--- src/core/bscan_regs.svh ---
// Purpose: constants of the boundary-scan test logic
// Assumes: 50 MHz system clock
// Notes: definitions only
`ifndef BSCAN_REGS_SVH
`define BSCAN_REGS_SVH

// ==========================================================
// Instruction register
`define IR_WIDTH 4
`define IR_EXTEST 4'h0
`define IR_IDCODE 4'h1
`define IR_SAMPLE 4'h2
`define IR_DEVRST 4'hC
`define IR_BYPASS 4'hF
`define IR_CAPTURE_VAL 4'h1

// ==========================================================
// Data registers and identification layout
`define ID_WIDTH 32
`define ID_VERSION_LSB 28
`define ID_PART_LSB 12
`define ID_MAKER_LSB 1
`define PIN_COUNT 8
`define TMS_RESET_CLOCKS 3'h5

// ==========================================================
// Timing
`define CLK_PERIOD_NS 20
`define STARTUP_SHORT_NS 64000
`define STARTUP_LONG_NS 4000000
`define STARTUP_CNT_WIDTH 18

`endif

--- src/core/bscan_pkg.sv ---
// Purpose: shared types of the boundary-scan test logic
// Assumes: bscan_regs.svh holds the numbers
// Notes: types only
package bscan_pkg;
`include "bscan_regs.svh"

    // ======================================================
    // Test access port controller states
    typedef enum logic [3:0] {
        TLR, RTI, SEL_DR, CAP_DR, SH_DR, EX1_DR, PA_DR, EX2_DR, UPD_DR,
        SEL_IR, CAP_IR, SH_IR, EX1_IR, PA_IR, EX2_IR, UPD_IR
    } tap_state_e;

    // Drive of the port pins, value and enable
    typedef struct packed {
        logic [`PIN_COUNT-1:0] out;
        logic [`PIN_COUNT-1:0] oe;
    } pin_bus_s;

    // Per-chain strobes, one system clock wide
    typedef struct packed {
        logic capture;
        logic shift;
        logic update;
    } scan_ctl_s;
endpackage

--- src/core/bscan_sync3.sv ---
// Purpose: three-stage synchroniser with agreement filter
// Assumes: din is asynchronous to clock
// Notes: edges are one-cycle strobes
`timescale 1ns/10ps
module bscan_sync3 #(
    parameter logic RST_VAL = 1'b0
) (
    input wire logic clock, // System clock
    input wire logic srst, // Synchronous reset
    input wire logic din, // Asynchronous input
    output logic lvl, // Filtered level
    output logic rise, // Rising strobe
    output logic fall // Falling strobe
);
    logic s1_ff, s2_ff, s3_ff, lvl_ff;
    logic nxt_lvl;

    // ======================================================
    // Level only moves when stages two and three agree
    always_comb begin
        nxt_lvl = (s2_ff == s3_ff) ? s3_ff : lvl_ff;
    end

    always_ff @(posedge clock) begin
        if (srst) begin
            s1_ff <= RST_VAL;
            s2_ff <= RST_VAL;
            s3_ff <= RST_VAL;
            lvl_ff <= RST_VAL;
        end else begin
            s1_ff <= din;
            s2_ff <= s1_ff;
            s3_ff <= s2_ff;
            lvl_ff <= nxt_lvl;
        end
    end

    assign lvl = lvl_ff;
    assign rise = nxt_lvl & ~lvl_ff;
    assign fall = ~nxt_lvl & lvl_ff;
endmodule

--- src/core/bscan_pin_cell.sv ---
// Purpose: two-stage scan cell with update latch for one port pin
// Assumes: strobes already gated by chain selection
// Notes: lower stage holds control, upper holds data
`timescale 1ns/10ps
module bscan_pin_cell (
    input wire logic clock, // System clock
    input wire logic srst, // Synchronous reset
    input bscan_pkg::scan_ctl_s ctl, // Capture, shift, update strobes
    input wire logic si, // Serial in from the higher cell
    input wire logic pin_lvl, // Synchronised pin level
    input wire logic oe_cur, // Enable now on the pin
    output logic so, // Serial out to the lower cell
    output logic upd_dat, // Latched output value
    output logic upd_ctl // Latched output enable
);
    import bscan_pkg::*;
    logic dat_ff, ctl_ff, upd_dat_ff, upd_ctl_ff;
    logic nxt_dat, nxt_ctl, nxt_upd_dat, nxt_upd_ctl;

    // ======================================================
    // Capture observes the pin, shift moves toward the chain's LSB
    always_comb begin
        nxt_dat = dat_ff;
        nxt_ctl = ctl_ff;
        nxt_upd_dat = upd_dat_ff;
        nxt_upd_ctl = upd_ctl_ff;
        if (ctl.capture) begin
            nxt_dat = pin_lvl;
            nxt_ctl = oe_cur;
        end else if (ctl.shift) begin
            nxt_dat = si;
            nxt_ctl = dat_ff;
        end
        if (ctl.update) begin
            nxt_upd_dat = dat_ff;
            nxt_upd_ctl = ctl_ff;
        end
    end

    // Latches reset off so a first external test drives nothing
    always_ff @(posedge clock) begin
        if (srst) begin
            dat_ff <= 1'b0;
            ctl_ff <= 1'b0;
            upd_dat_ff <= 1'b0;
            upd_ctl_ff <= 1'b0;
        end else begin
            dat_ff <= nxt_dat;
            ctl_ff <= nxt_ctl;
            upd_dat_ff <= nxt_upd_dat;
            upd_ctl_ff <= nxt_upd_ctl;
        end
    end

    assign so = ctl_ff;
    assign upd_dat = upd_dat_ff;
    assign upd_ctl = upd_ctl_ff;
endmodule

--- src/core/bscan_top.sv ---
// Purpose: boundary-scan test logic behind a four-wire test port
// Assumes: test clock sampled by the 50 MHz system clock
// Notes: core clock of the host chip is not needed here
//
// Overview of operation
// Instruction register is four bits, sixteen possible opcodes.
// Every shift path moves LSB in first and out first.
// Opcode 0x0 selects the pin boundary chain for external test.
// External test drives latched chain values onto pins at once.
// External test: capture samples pins, update drives outputs.
// Chain reaches pull-up disable, output control, output and input data. Pull-up disable has no chain bit here; it follows chain selection.
// Opcode 0x1 selects the 32-bit identification; default after reset.
// Identification capture loads the fixed word; shift moves it out.
// Top four identification bits hold the version.
// Sixteen-bit part number sits below the version.
// Eleven-bit maker code sits below the part number.
// Opcode 0x2 selects the chain for snapshot and preload.
// Instruction_a update fills latches only, pins untouched.
// Controller preloads safe values before first external test.
// Opcode 0xC selects the reset bit; controller is never reset.
// Device held in reset while the reset bit is one.
// Reset bit is unlatched; reset acts while still shifting.
// After the bit clears, reset lasts the chosen start-up time.
// No high-impedance opcode; device reset tri-states port outputs. Under external test the latches still drive them here.
// Opcode 0xF selects a one-stage bypass between TDI and TDO.
// Bypass capture loads zero.
// Port works only with fuse set and disable bit clear.
// Works with no core clock, test clock may be faster.
// Five test clocks with TMS high reach Test-Logic-Reset.
// Latched data registers update only in Update-DR.
// Unassigned opcodes select the bypass stage.
`timescale 1ns/10ps
`include "bscan_regs.svh"
module bscan_top #(
    parameter logic [3:0] ID_VERSION = 4'h0, // Revision, arbitrary
    parameter logic [15:0] ID_PART = 16'h5A5A, // Arbitrary value
    parameter logic [10:0] ID_MAKER = 11'h155, // Arbitrary value
    parameter int STARTUP_LONG_CYC =
        (`STARTUP_LONG_NS + `CLK_PERIOD_NS - 1) / `CLK_PERIOD_NS
) (
    input wire logic clock, // System clock
    input wire logic srst, // Synchronous reset, high
    input wire logic tck, // Test clock pin
    input wire logic tms, // Test mode select pin
    input wire logic tdi, // Test data in pin
    output logic tdo, // Test data out
    output logic tdo_oe, // Test data out enable
    input wire logic test_port_enable_fuse, // Port enable fuse
    input wire logic test_port_disable_bit, // Disable bit from core_control_register
    input wire logic ext_reset_n, // External reset pin, low
    input wire logic clk_opt_long, // Clock option picks long start-up
    input bscan_pkg::pin_bus_s core_pins, // Functional pin drive
    input wire logic [`PIN_COUNT-1:0] pin_in, // Pin input levels
    output logic [`PIN_COUNT-1:0] pin_out, // Pin output value
    output logic [`PIN_COUNT-1:0] pin_oe, // Pin output enable
    output logic pullup_dis, // Pull-up disable in scan
    output logic core_reset // Device reset, high
);
    import bscan_pkg::*;

    localparam logic [`STARTUP_CNT_WIDTH-1:0] SHORT_CYC = `STARTUP_CNT_WIDTH'(
        (`STARTUP_SHORT_NS + `CLK_PERIOD_NS - 1) / `CLK_PERIOD_NS);
    localparam logic [`STARTUP_CNT_WIDTH-1:0] LONG_CYC =
        `STARTUP_CNT_WIDTH'(STARTUP_LONG_CYC);
    localparam logic [`ID_WIDTH-1:0] ID_WORD = (`ID_WIDTH'(ID_VERSION) << `ID_VERSION_LSB)
        | (`ID_WIDTH'(ID_PART) << `ID_PART_LSB)
        | (`ID_WIDTH'(ID_MAKER) << `ID_MAKER_LSB) | `ID_WIDTH'(1);

    // ======================================================
    // Pin synchronisers
    logic tck_rise, tck_fall, tms_lvl, tdi_lvl, ext_rst_n_lvl;
    logic [`PIN_COUNT-1:0] pin_lvl;

    bscan_sync3 u_tck (.clock(clock), .srst(srst), .din(tck), .lvl(),
        .rise(tck_rise), .fall(tck_fall));
    bscan_sync3 u_tms (.clock(clock), .srst(srst), .din(tms), .lvl(tms_lvl),
        .rise(), .fall());
    bscan_sync3 u_tdi (.clock(clock), .srst(srst), .din(tdi), .lvl(tdi_lvl),
        .rise(), .fall());
    bscan_sync3 #(.RST_VAL(1'b1)) u_rst (.clock(clock), .srst(srst),
        .din(ext_reset_n), .lvl(ext_rst_n_lvl), .rise(), .fall());

    // ======================================================
    // Registers of the test controller
    tap_state_e state_ff, nxt_state;
    logic [`IR_WIDTH-1:0] ir_sr_ff, nxt_ir_sr, ir_ff, nxt_ir;
    logic [`ID_WIDTH-1:0] id_sr_ff, nxt_id_sr;
    logic byp_ff, nxt_byp, rst_bit_ff, nxt_rst_bit;
    logic tdo_ff, nxt_tdo, tdo_oe_ff, nxt_tdo_oe;
    logic [2:0] tms_cnt_ff, nxt_tms_cnt;
    logic port_en, sel_chain, sel_id, sel_rst, dr_lsb;
    scan_ctl_s chain_ctl;
    logic [`PIN_COUNT:0] chain_w;
    pin_bus_s latch_bus;
    logic [`STARTUP_CNT_WIDTH-1:0] cnt_ff, nxt_cnt;
    logic core_reset_ff, nxt_core_reset, pud_ff, nxt_pud, reset_src;
    logic [`PIN_COUNT-1:0] pin_out_ff, nxt_pin_out, pin_oe_ff, nxt_pin_oe;

    // Data register selection from the current opcode
    assign port_en = test_port_enable_fuse & ~test_port_disable_bit;
    assign sel_chain = (ir_ff == `IR_EXTEST) || (ir_ff == `IR_SAMPLE);
    assign sel_id = (ir_ff == `IR_IDCODE);
    assign sel_rst = (ir_ff == `IR_DEVRST);
    // Anything else lands on the bypass stage
    assign dr_lsb = sel_chain ? chain_w[0] : sel_id ? id_sr_ff[0] :
        sel_rst ? rst_bit_ff : byp_ff;

    // Chain strobes; test clock edges alone pace the scan
    assign chain_ctl.capture = port_en & tck_rise & sel_chain & (state_ff == CAP_DR);
    assign chain_ctl.shift = port_en & tck_rise & sel_chain & (state_ff == SH_DR);
    assign chain_ctl.update = port_en & tck_fall & sel_chain & (state_ff == UPD_DR);
    assign chain_w[`PIN_COUNT] = tdi_lvl;

    // ======================================================
    // Boundary chain: bit 2i is control, bit 2i+1 is data of pin i
    genvar gi;
    generate
        for (gi = 0; gi < `PIN_COUNT; gi++) begin : g_cell
            bscan_pin_cell u_cell (
                .clock(clock),
                .srst(srst),
                .ctl(chain_ctl),
                .si(chain_w[gi+1]),
                .pin_lvl(pin_lvl[gi]),
                .oe_cur(pin_oe_ff[gi]),
                .so(chain_w[gi]),
                .upd_dat(latch_bus.out[gi]),
                .upd_ctl(latch_bus.oe[gi])
            );
            bscan_sync3 u_pin (.clock(clock), .srst(srst), .din(pin_in[gi]),
                .lvl(pin_lvl[gi]), .rise(), .fall());
        end
    endgenerate

    // ======================================================
    // Controller state, instruction and small data registers
    always_comb begin
        nxt_state = state_ff;
        nxt_ir_sr = ir_sr_ff;
        nxt_ir = ir_ff;
        nxt_id_sr = id_sr_ff;
        nxt_byp = byp_ff;
        nxt_rst_bit = rst_bit_ff;
        nxt_tdo = tdo_ff;
        nxt_tdo_oe = tdo_oe_ff;
        nxt_tms_cnt = tms_cnt_ff;
        if (!port_en) begin
            nxt_state = TLR;
            nxt_tdo_oe = 1'b0;
        end else if (tck_rise) begin
            nxt_tms_cnt = tms_lvl ? ((tms_cnt_ff == `TMS_RESET_CLOCKS) ?
                tms_cnt_ff : tms_cnt_ff + 3'h1) : 3'h0;
            case (state_ff)
                TLR: nxt_state = tms_lvl ? TLR : RTI;
                RTI: nxt_state = tms_lvl ? SEL_DR : RTI;
                SEL_DR: nxt_state = tms_lvl ? SEL_IR : CAP_DR;
                CAP_DR: nxt_state = tms_lvl ? EX1_DR : SH_DR;
                SH_DR: nxt_state = tms_lvl ? EX1_DR : SH_DR;
                EX1_DR: nxt_state = tms_lvl ? UPD_DR : PA_DR;
                PA_DR: nxt_state = tms_lvl ? EX2_DR : PA_DR;
                EX2_DR: nxt_state = tms_lvl ? UPD_DR : SH_DR;
                UPD_DR: nxt_state = tms_lvl ? SEL_DR : RTI;
                SEL_IR: nxt_state = tms_lvl ? TLR : CAP_IR;
                CAP_IR: nxt_state = tms_lvl ? EX1_IR : SH_IR;
                SH_IR: nxt_state = tms_lvl ? EX1_IR : SH_IR;
                EX1_IR: nxt_state = tms_lvl ? UPD_IR : PA_IR;
                PA_IR: nxt_state = tms_lvl ? EX2_IR : PA_IR;
                EX2_IR: nxt_state = tms_lvl ? UPD_IR : SH_IR;
                UPD_IR: nxt_state = tms_lvl ? SEL_DR : RTI;
                default: nxt_state = TLR;
            endcase
            case (state_ff)
                CAP_IR: nxt_ir_sr = `IR_CAPTURE_VAL;
                SH_IR: nxt_ir_sr = {tdi_lvl, ir_sr_ff[`IR_WIDTH-1:1]};
                CAP_DR: begin
                    if (sel_id) begin
                        nxt_id_sr = ID_WORD;
                    end
                    nxt_byp = 1'b0;
                end
                SH_DR: begin
                    if (sel_id) begin
                        nxt_id_sr = {tdi_lvl, id_sr_ff[`ID_WIDTH-1:1]};
                    end else if (sel_rst) begin
                        nxt_rst_bit = tdi_lvl;
                    end else if (!sel_chain) begin
                        nxt_byp = tdi_lvl;
                    end
                end
                default: ;
            endcase
        end else if (tck_fall) begin
            // Output changes on the falling test clock edge
            nxt_tdo_oe = (state_ff == SH_IR) || (state_ff == SH_DR);
            if (state_ff == SH_IR) begin
                nxt_tdo = ir_sr_ff[0];
            end else if (state_ff == SH_DR) begin
                nxt_tdo = dr_lsb;
            end
            if (state_ff == UPD_IR) begin
                nxt_ir = ir_sr_ff;
            end
        end
        // Reset state forces the default opcode; the reset bit is left alone
        if (state_ff == TLR) begin
            nxt_ir = `IR_IDCODE;
        end
    end

    always_ff @(posedge clock) begin
        if (srst) begin
            state_ff <= TLR;
            ir_sr_ff <= `IR_CAPTURE_VAL;
            ir_ff <= `IR_IDCODE;
            id_sr_ff <= '0;
            byp_ff <= 1'b0;
            rst_bit_ff <= 1'b0;
            tdo_ff <= 1'b0;
            tdo_oe_ff <= 1'b0;
            tms_cnt_ff <= 3'h0;
        end else begin
            state_ff <= nxt_state;
            ir_sr_ff <= nxt_ir_sr;
            ir_ff <= nxt_ir;
            id_sr_ff <= nxt_id_sr;
            byp_ff <= nxt_byp;
            rst_bit_ff <= nxt_rst_bit;
            tdo_ff <= nxt_tdo;
            tdo_oe_ff <= nxt_tdo_oe;
            tms_cnt_ff <= nxt_tms_cnt;
        end
    end

    // ======================================================
    // Device reset, start-up stretch and pin drive
    // Scan drive wins over reset so external test keeps working in reset
    assign reset_src = rst_bit_ff | ~ext_rst_n_lvl;
    always_comb begin
        nxt_cnt = cnt_ff;
        if (reset_src) begin
            nxt_cnt = clk_opt_long ? LONG_CYC : SHORT_CYC;
        end else if (cnt_ff != '0) begin
            nxt_cnt = cnt_ff - `STARTUP_CNT_WIDTH'(1);
        end
        nxt_core_reset = reset_src | (cnt_ff != '0);
        nxt_pud = port_en & sel_chain;
        if (port_en && ir_ff == `IR_EXTEST) begin
            nxt_pin_out = latch_bus.out;
            nxt_pin_oe = latch_bus.oe;
        end else if (core_reset_ff) begin
            nxt_pin_out = '0;
            nxt_pin_oe = '0;
        end else begin
            nxt_pin_out = core_pins.out;
            nxt_pin_oe = core_pins.oe;
        end
    end

    always_ff @(posedge clock) begin
        if (srst) begin
            cnt_ff <= '0;
            core_reset_ff <= 1'b1;
            pud_ff <= 1'b0;
            pin_out_ff <= '0;
            pin_oe_ff <= '0;
        end else begin
            cnt_ff <= nxt_cnt;
            core_reset_ff <= nxt_core_reset;
            pud_ff <= nxt_pud;
            pin_out_ff <= nxt_pin_out;
            pin_oe_ff <= nxt_pin_oe;
        end
    end

    assign tdo = tdo_ff;
    assign tdo_oe = tdo_oe_ff;
    assign pin_out = pin_out_ff;
    assign pin_oe = pin_oe_ff;
    assign pullup_dis = pud_ff;
    assign core_reset = core_reset_ff;
endmodule

--- config.mk ---
export PLATFORM = sky130hd
export DESIGN_NAME = bscan_top
export DESIGN_NICKNAME = d
export VERILOG_FILES = /design/src/core/bscan_pkg.sv /design/src/core/bscan_sync3.sv /design/src/core/bscan_pin_cell.sv /design/src/core/bscan_top.sv
export VERILOG_INCLUDE_DIRS = /design/src /design/src/core
export SDC_FILE = /design/constraint.sdc
export NUM_CORES = 1
export LEC_CHECK = 0
export ABC_AREA = 1
export ABC_CLOCK_PERIOD_IN_PS = 1500
export BUFFER_PORTS_ARGS = -buffer_cell sky130_fd_sc_hd__buf_2
export CORE_UTILIZATION = 54
export DETAILED_ROUTE_END_ITERATION = 8
export PLACE_DENSITY = 0.78
export SLEW_MARGIN = 25
export SYNTH_ARGS = -nofsm -noshare
export SYNTH_HDL_FRONTEND = slang
export SYNTH_SLANG_ARGS = --single-unit
--- constraint.sdc ---
create_clock -name clock -period 1.5 [get_ports clock]
set_input_delay 0.3 -clock clock [delete_from_list [all_inputs] [get_ports clock]]
set_output_delay 0.3 -clock clock [all_outputs]
set_load 0.05 [all_outputs]
==> flow_summary.json <==
{
  "status": "finished, violations left",
  "violations": "negative setup slack",
  "path_clk_slew_ns": 0.06,
  "nNetsFinal": 1117,
  "grt_setup_unrepaired": "yes",
  "async_flop_share": 0,
  "yosysWarnings": 0,
  "place_hpwl_mm": 10.5,
  "cts-htree-levels": 4,
  "ant_nets": 0,
  "cts_made_buffers": 17,
  "cp.required_ns": 1.81,
  "synth_nets": 1010,
  "gr-total-overflow": 0,
  "slew_violations": 0,
  "area_growth_pct": 26.7,
  "synth_flop_cell": "dfxtp_1",
  "syn_inst": 976,
  "avgSynthCellArea_um2": 7.12,
  "drc_errors": 0,
  "die_w_um": 115,
  "crit_chain": "nand2_2 -> nor2_4 -> nand2_2 -> inv_2 -> nand2_4 -> nor2_4 -> buf_12 -> clkbuf_16 -> nand2_1 -> o21ai_1 -> nor2_1",
  "antenna_found_initial": 0,
  "power.leakage_nw": 4.14,
  "holdBufCountCts": 0,
  "detail_route.vias_per_cell": 5.22,
  "max-slew-margin-rel": 0.713,
  "synth.largest_area_cell": "dfxtp_1",
  "cts_buffer_depth": 2,
  "setup_ws_ns": -0.0414,
  "crit_path_end_kind": "flop",
  "fmax_mhz": 649,
  "final.min_clock_period_ns": 1.54,
  "cts.sinks": 164,
  "clk_latency_ns": 0.43,
  "firstDrtPassIters": 7,
  "peakVddDrop_mv": 0.784,
  "grt_max_degree": 72,
  "core-area_um2": 12600,
  "min_period_over_period": 1.03,
  "final_common_cell": "nor2_1",
  "io-pin-count": 53,
  "setup_violations": 5,
  "via_count": 6620,
  "grt_pass1_wl_mm": 26.2,
  "tritoncts": "yes",
  "worstMarginPinSlew_ns": 0.430,
  "maxCapViolCount": 0,
  "crit_buf_inv": 3,
  "layout_common_cells": "nor2_1, nand2_1, dfxtp_1",
  "hold_viol": 0,
  "power.density_nw_per_um2": 1410,
  "dieArea_um2": 13300,
  "worstSetupStartpointType": "flop",
  "postLayoutCoreUtil": 0.700,
  "synth_cell_types": 33,
  "hp-class": "in2reg",
  "antenna-diode-count": 0,
  "drtIter0Drc": 658,
  "cp.arrival_ns": 1.85,
  "finalSetupTns_ns": -0.0709,
  "drive_gt1_frac": 0.238,
  "cp_max_fo": 10,
  "critPathTopFamily": "simple AND/OR/NAND/NOR gates",
  "yosysSeqAreaShare": 0.473,
  "synth_enable_flop_cells": 0,
  "critical_path_class": "reg2reg",
  "die_height_um": 115,
  "synthesis.area_um2": 6950,
  "wl_mm": 17.5,
  "track_usage": 0.248,
  "place_congestion": 0.937,
  "slowest_stage": "dfxtp_2",
  "slowest_delay_ns": 0.35,
  "ys_ff_latch": 164,
  "fin_skew_ns": 0.00728,
  "wire_per_inst_um": 13.8,
  "rows": 41,
  "grt_pass1_vias": 5797,
  "power.total_mw": 12.4,
  "start_util": 0.553,
  "synth_top_cell_area_share": 0.473,
  "cts_root_buf": "clkbuf_16",
  "synth_area_leaders": "dfxtp_1, nor2_1, nand2_1",
  "io_buffers": 52
}
where the power goes:
part	switching (mW)	leakage [nW]	internal [mW]	total, mW
Sequential	0.207	1.33	4.64	4.85
Combinational	1.94	2.54	1.43	3.37
Clock	1.78	0.268	2.43	4.21
worst register-to-register path, delay by kind of cell, from the launching register on:
kind                   cells  cell delay (ns)
flip-flops                 1             0.35
AND/OR/NAND/NOR            7             0.59
buffers and inverters      3             0.40
AO/OA/AOI/OAI              1             0.09
cell usage after synthesis (2+ instances only):
cell and count:
nand2_2 4, o21ai_0 45, buf_1 4, or2_2 9, nand2_1 166, clkbuf_1 19
nor3_1 26, buf_2 9, o21a_1 2, nor2_2 4, nand2_4 4, nor2_1 178
dfxtp_1 164, a21o_1 2, nand3b_1 2, nor2_4 6, o21ai_1 39, a21oi_1 50
nand3_1 68, nand4_1 23, inv_1 118, xor2_1 2, buf_4 15, inv_2 8
repair_timing:
item                                    4_1_cts  5_1_grt
endpoints found under the setup margin       60       90
cloned                                        0        6
setup buffers                                 2        7
pin swaps                                     2       33
resized for setup                             6       87
endpoints found under the hold margin         0        0
logic make-up (layout without fill, tap and decap cells):
family / count (synthesis) / after routing / synth area share
buffers and inverters: 174 / 293 / 0.104
AND/OR/NAND/NOR: 494 / 494 / 0.316
flip-flops: 164 / 164 / 0.473
XOR/XNOR: 2 / 2 / 0.00252
AO/OA/AOI/OAI: 141 / 141 / 0.104
adder cells (fa/ha/maj): 1 / 1 / 0.00180
flip-flops by register name (all words and copies together), names as in the netlist, 4 cells and up:
signal	flops
id_sr_ff	32
cnt_ff	18
g_cell.u_cell.dat_ff	8
g_cell.u_cell.so	8
g_cell.u_cell.upd_ctl	8
g_cell.u_cell.upd_dat	8
g_cell.u_pin.lvl	8
g_cell.u_pin.s1_ff	8
g_cell.u_pin.s2_ff	8
g_cell.u_pin.s3_ff	8
pin_oe	8
pin_out	8
ir_ff	4
ir_sr_ff	4
state_ff	4
metrics by stage:
step                hold WS, ns  setup slack (ns)  cells  cell area, µm²
floorplan                 0.388            0.0121    976            6950
global placement          0.390           -0.0205   1221            7770
global route             0.0618            -0.114   1267            8800
CTS                      0.0515          0.000862   1254            8360
finish                   0.0565           -0.0414   1267            8800
detailed placement        0.395           -0.0549   1221            7770
per-layer routing:
metal / vias up / share of wire / routed length (µm) / global-route usage
li1: 3298 / - / - / -
met1: 3036 / 0.43 / 7580 / 0.318
met2: 240 / 0.49 / 8510 / 0.411
met3: 46 / 0.056 / 978 / 0.0497
met4: 0 / 0.025 / 435 / 0.101
met5: - / 0 / 0 / 0
final timing paths:
check	start	end	slack (ns)	depth (start not counted)
setup / recovery	u_tck.s2_ff$_SDFF_PP0_	id_sr_ff[25]$_SDFFE_PP0P_	-0.04	11
hold / removal	ext_reset_n	u_rst.s1_ff$_SDFF_PP1_	0.06	2
setup reg to reg	u_tck.s2_ff$_SDFF_PP0_	id_sr_ff[25]$_SDFFE_PP0P_	-0.04	11
hold reg to reg	g_cell[4].u_pin.s1_ff$_SDFF_PP0_	g_cell[4].u_pin.s2_ff$_SDFF_PP0_	0.40	2
cell type report:
class	count	area [µm²]
inverter	127	479
sequential	164	3300
multi-input combinational	638	3150
clock buffer	18	429
timing repair buffer	135	1090
tap	172	215
clock inverter	13	136
fill	956	3760
Power figures use the tool's default switching activity.
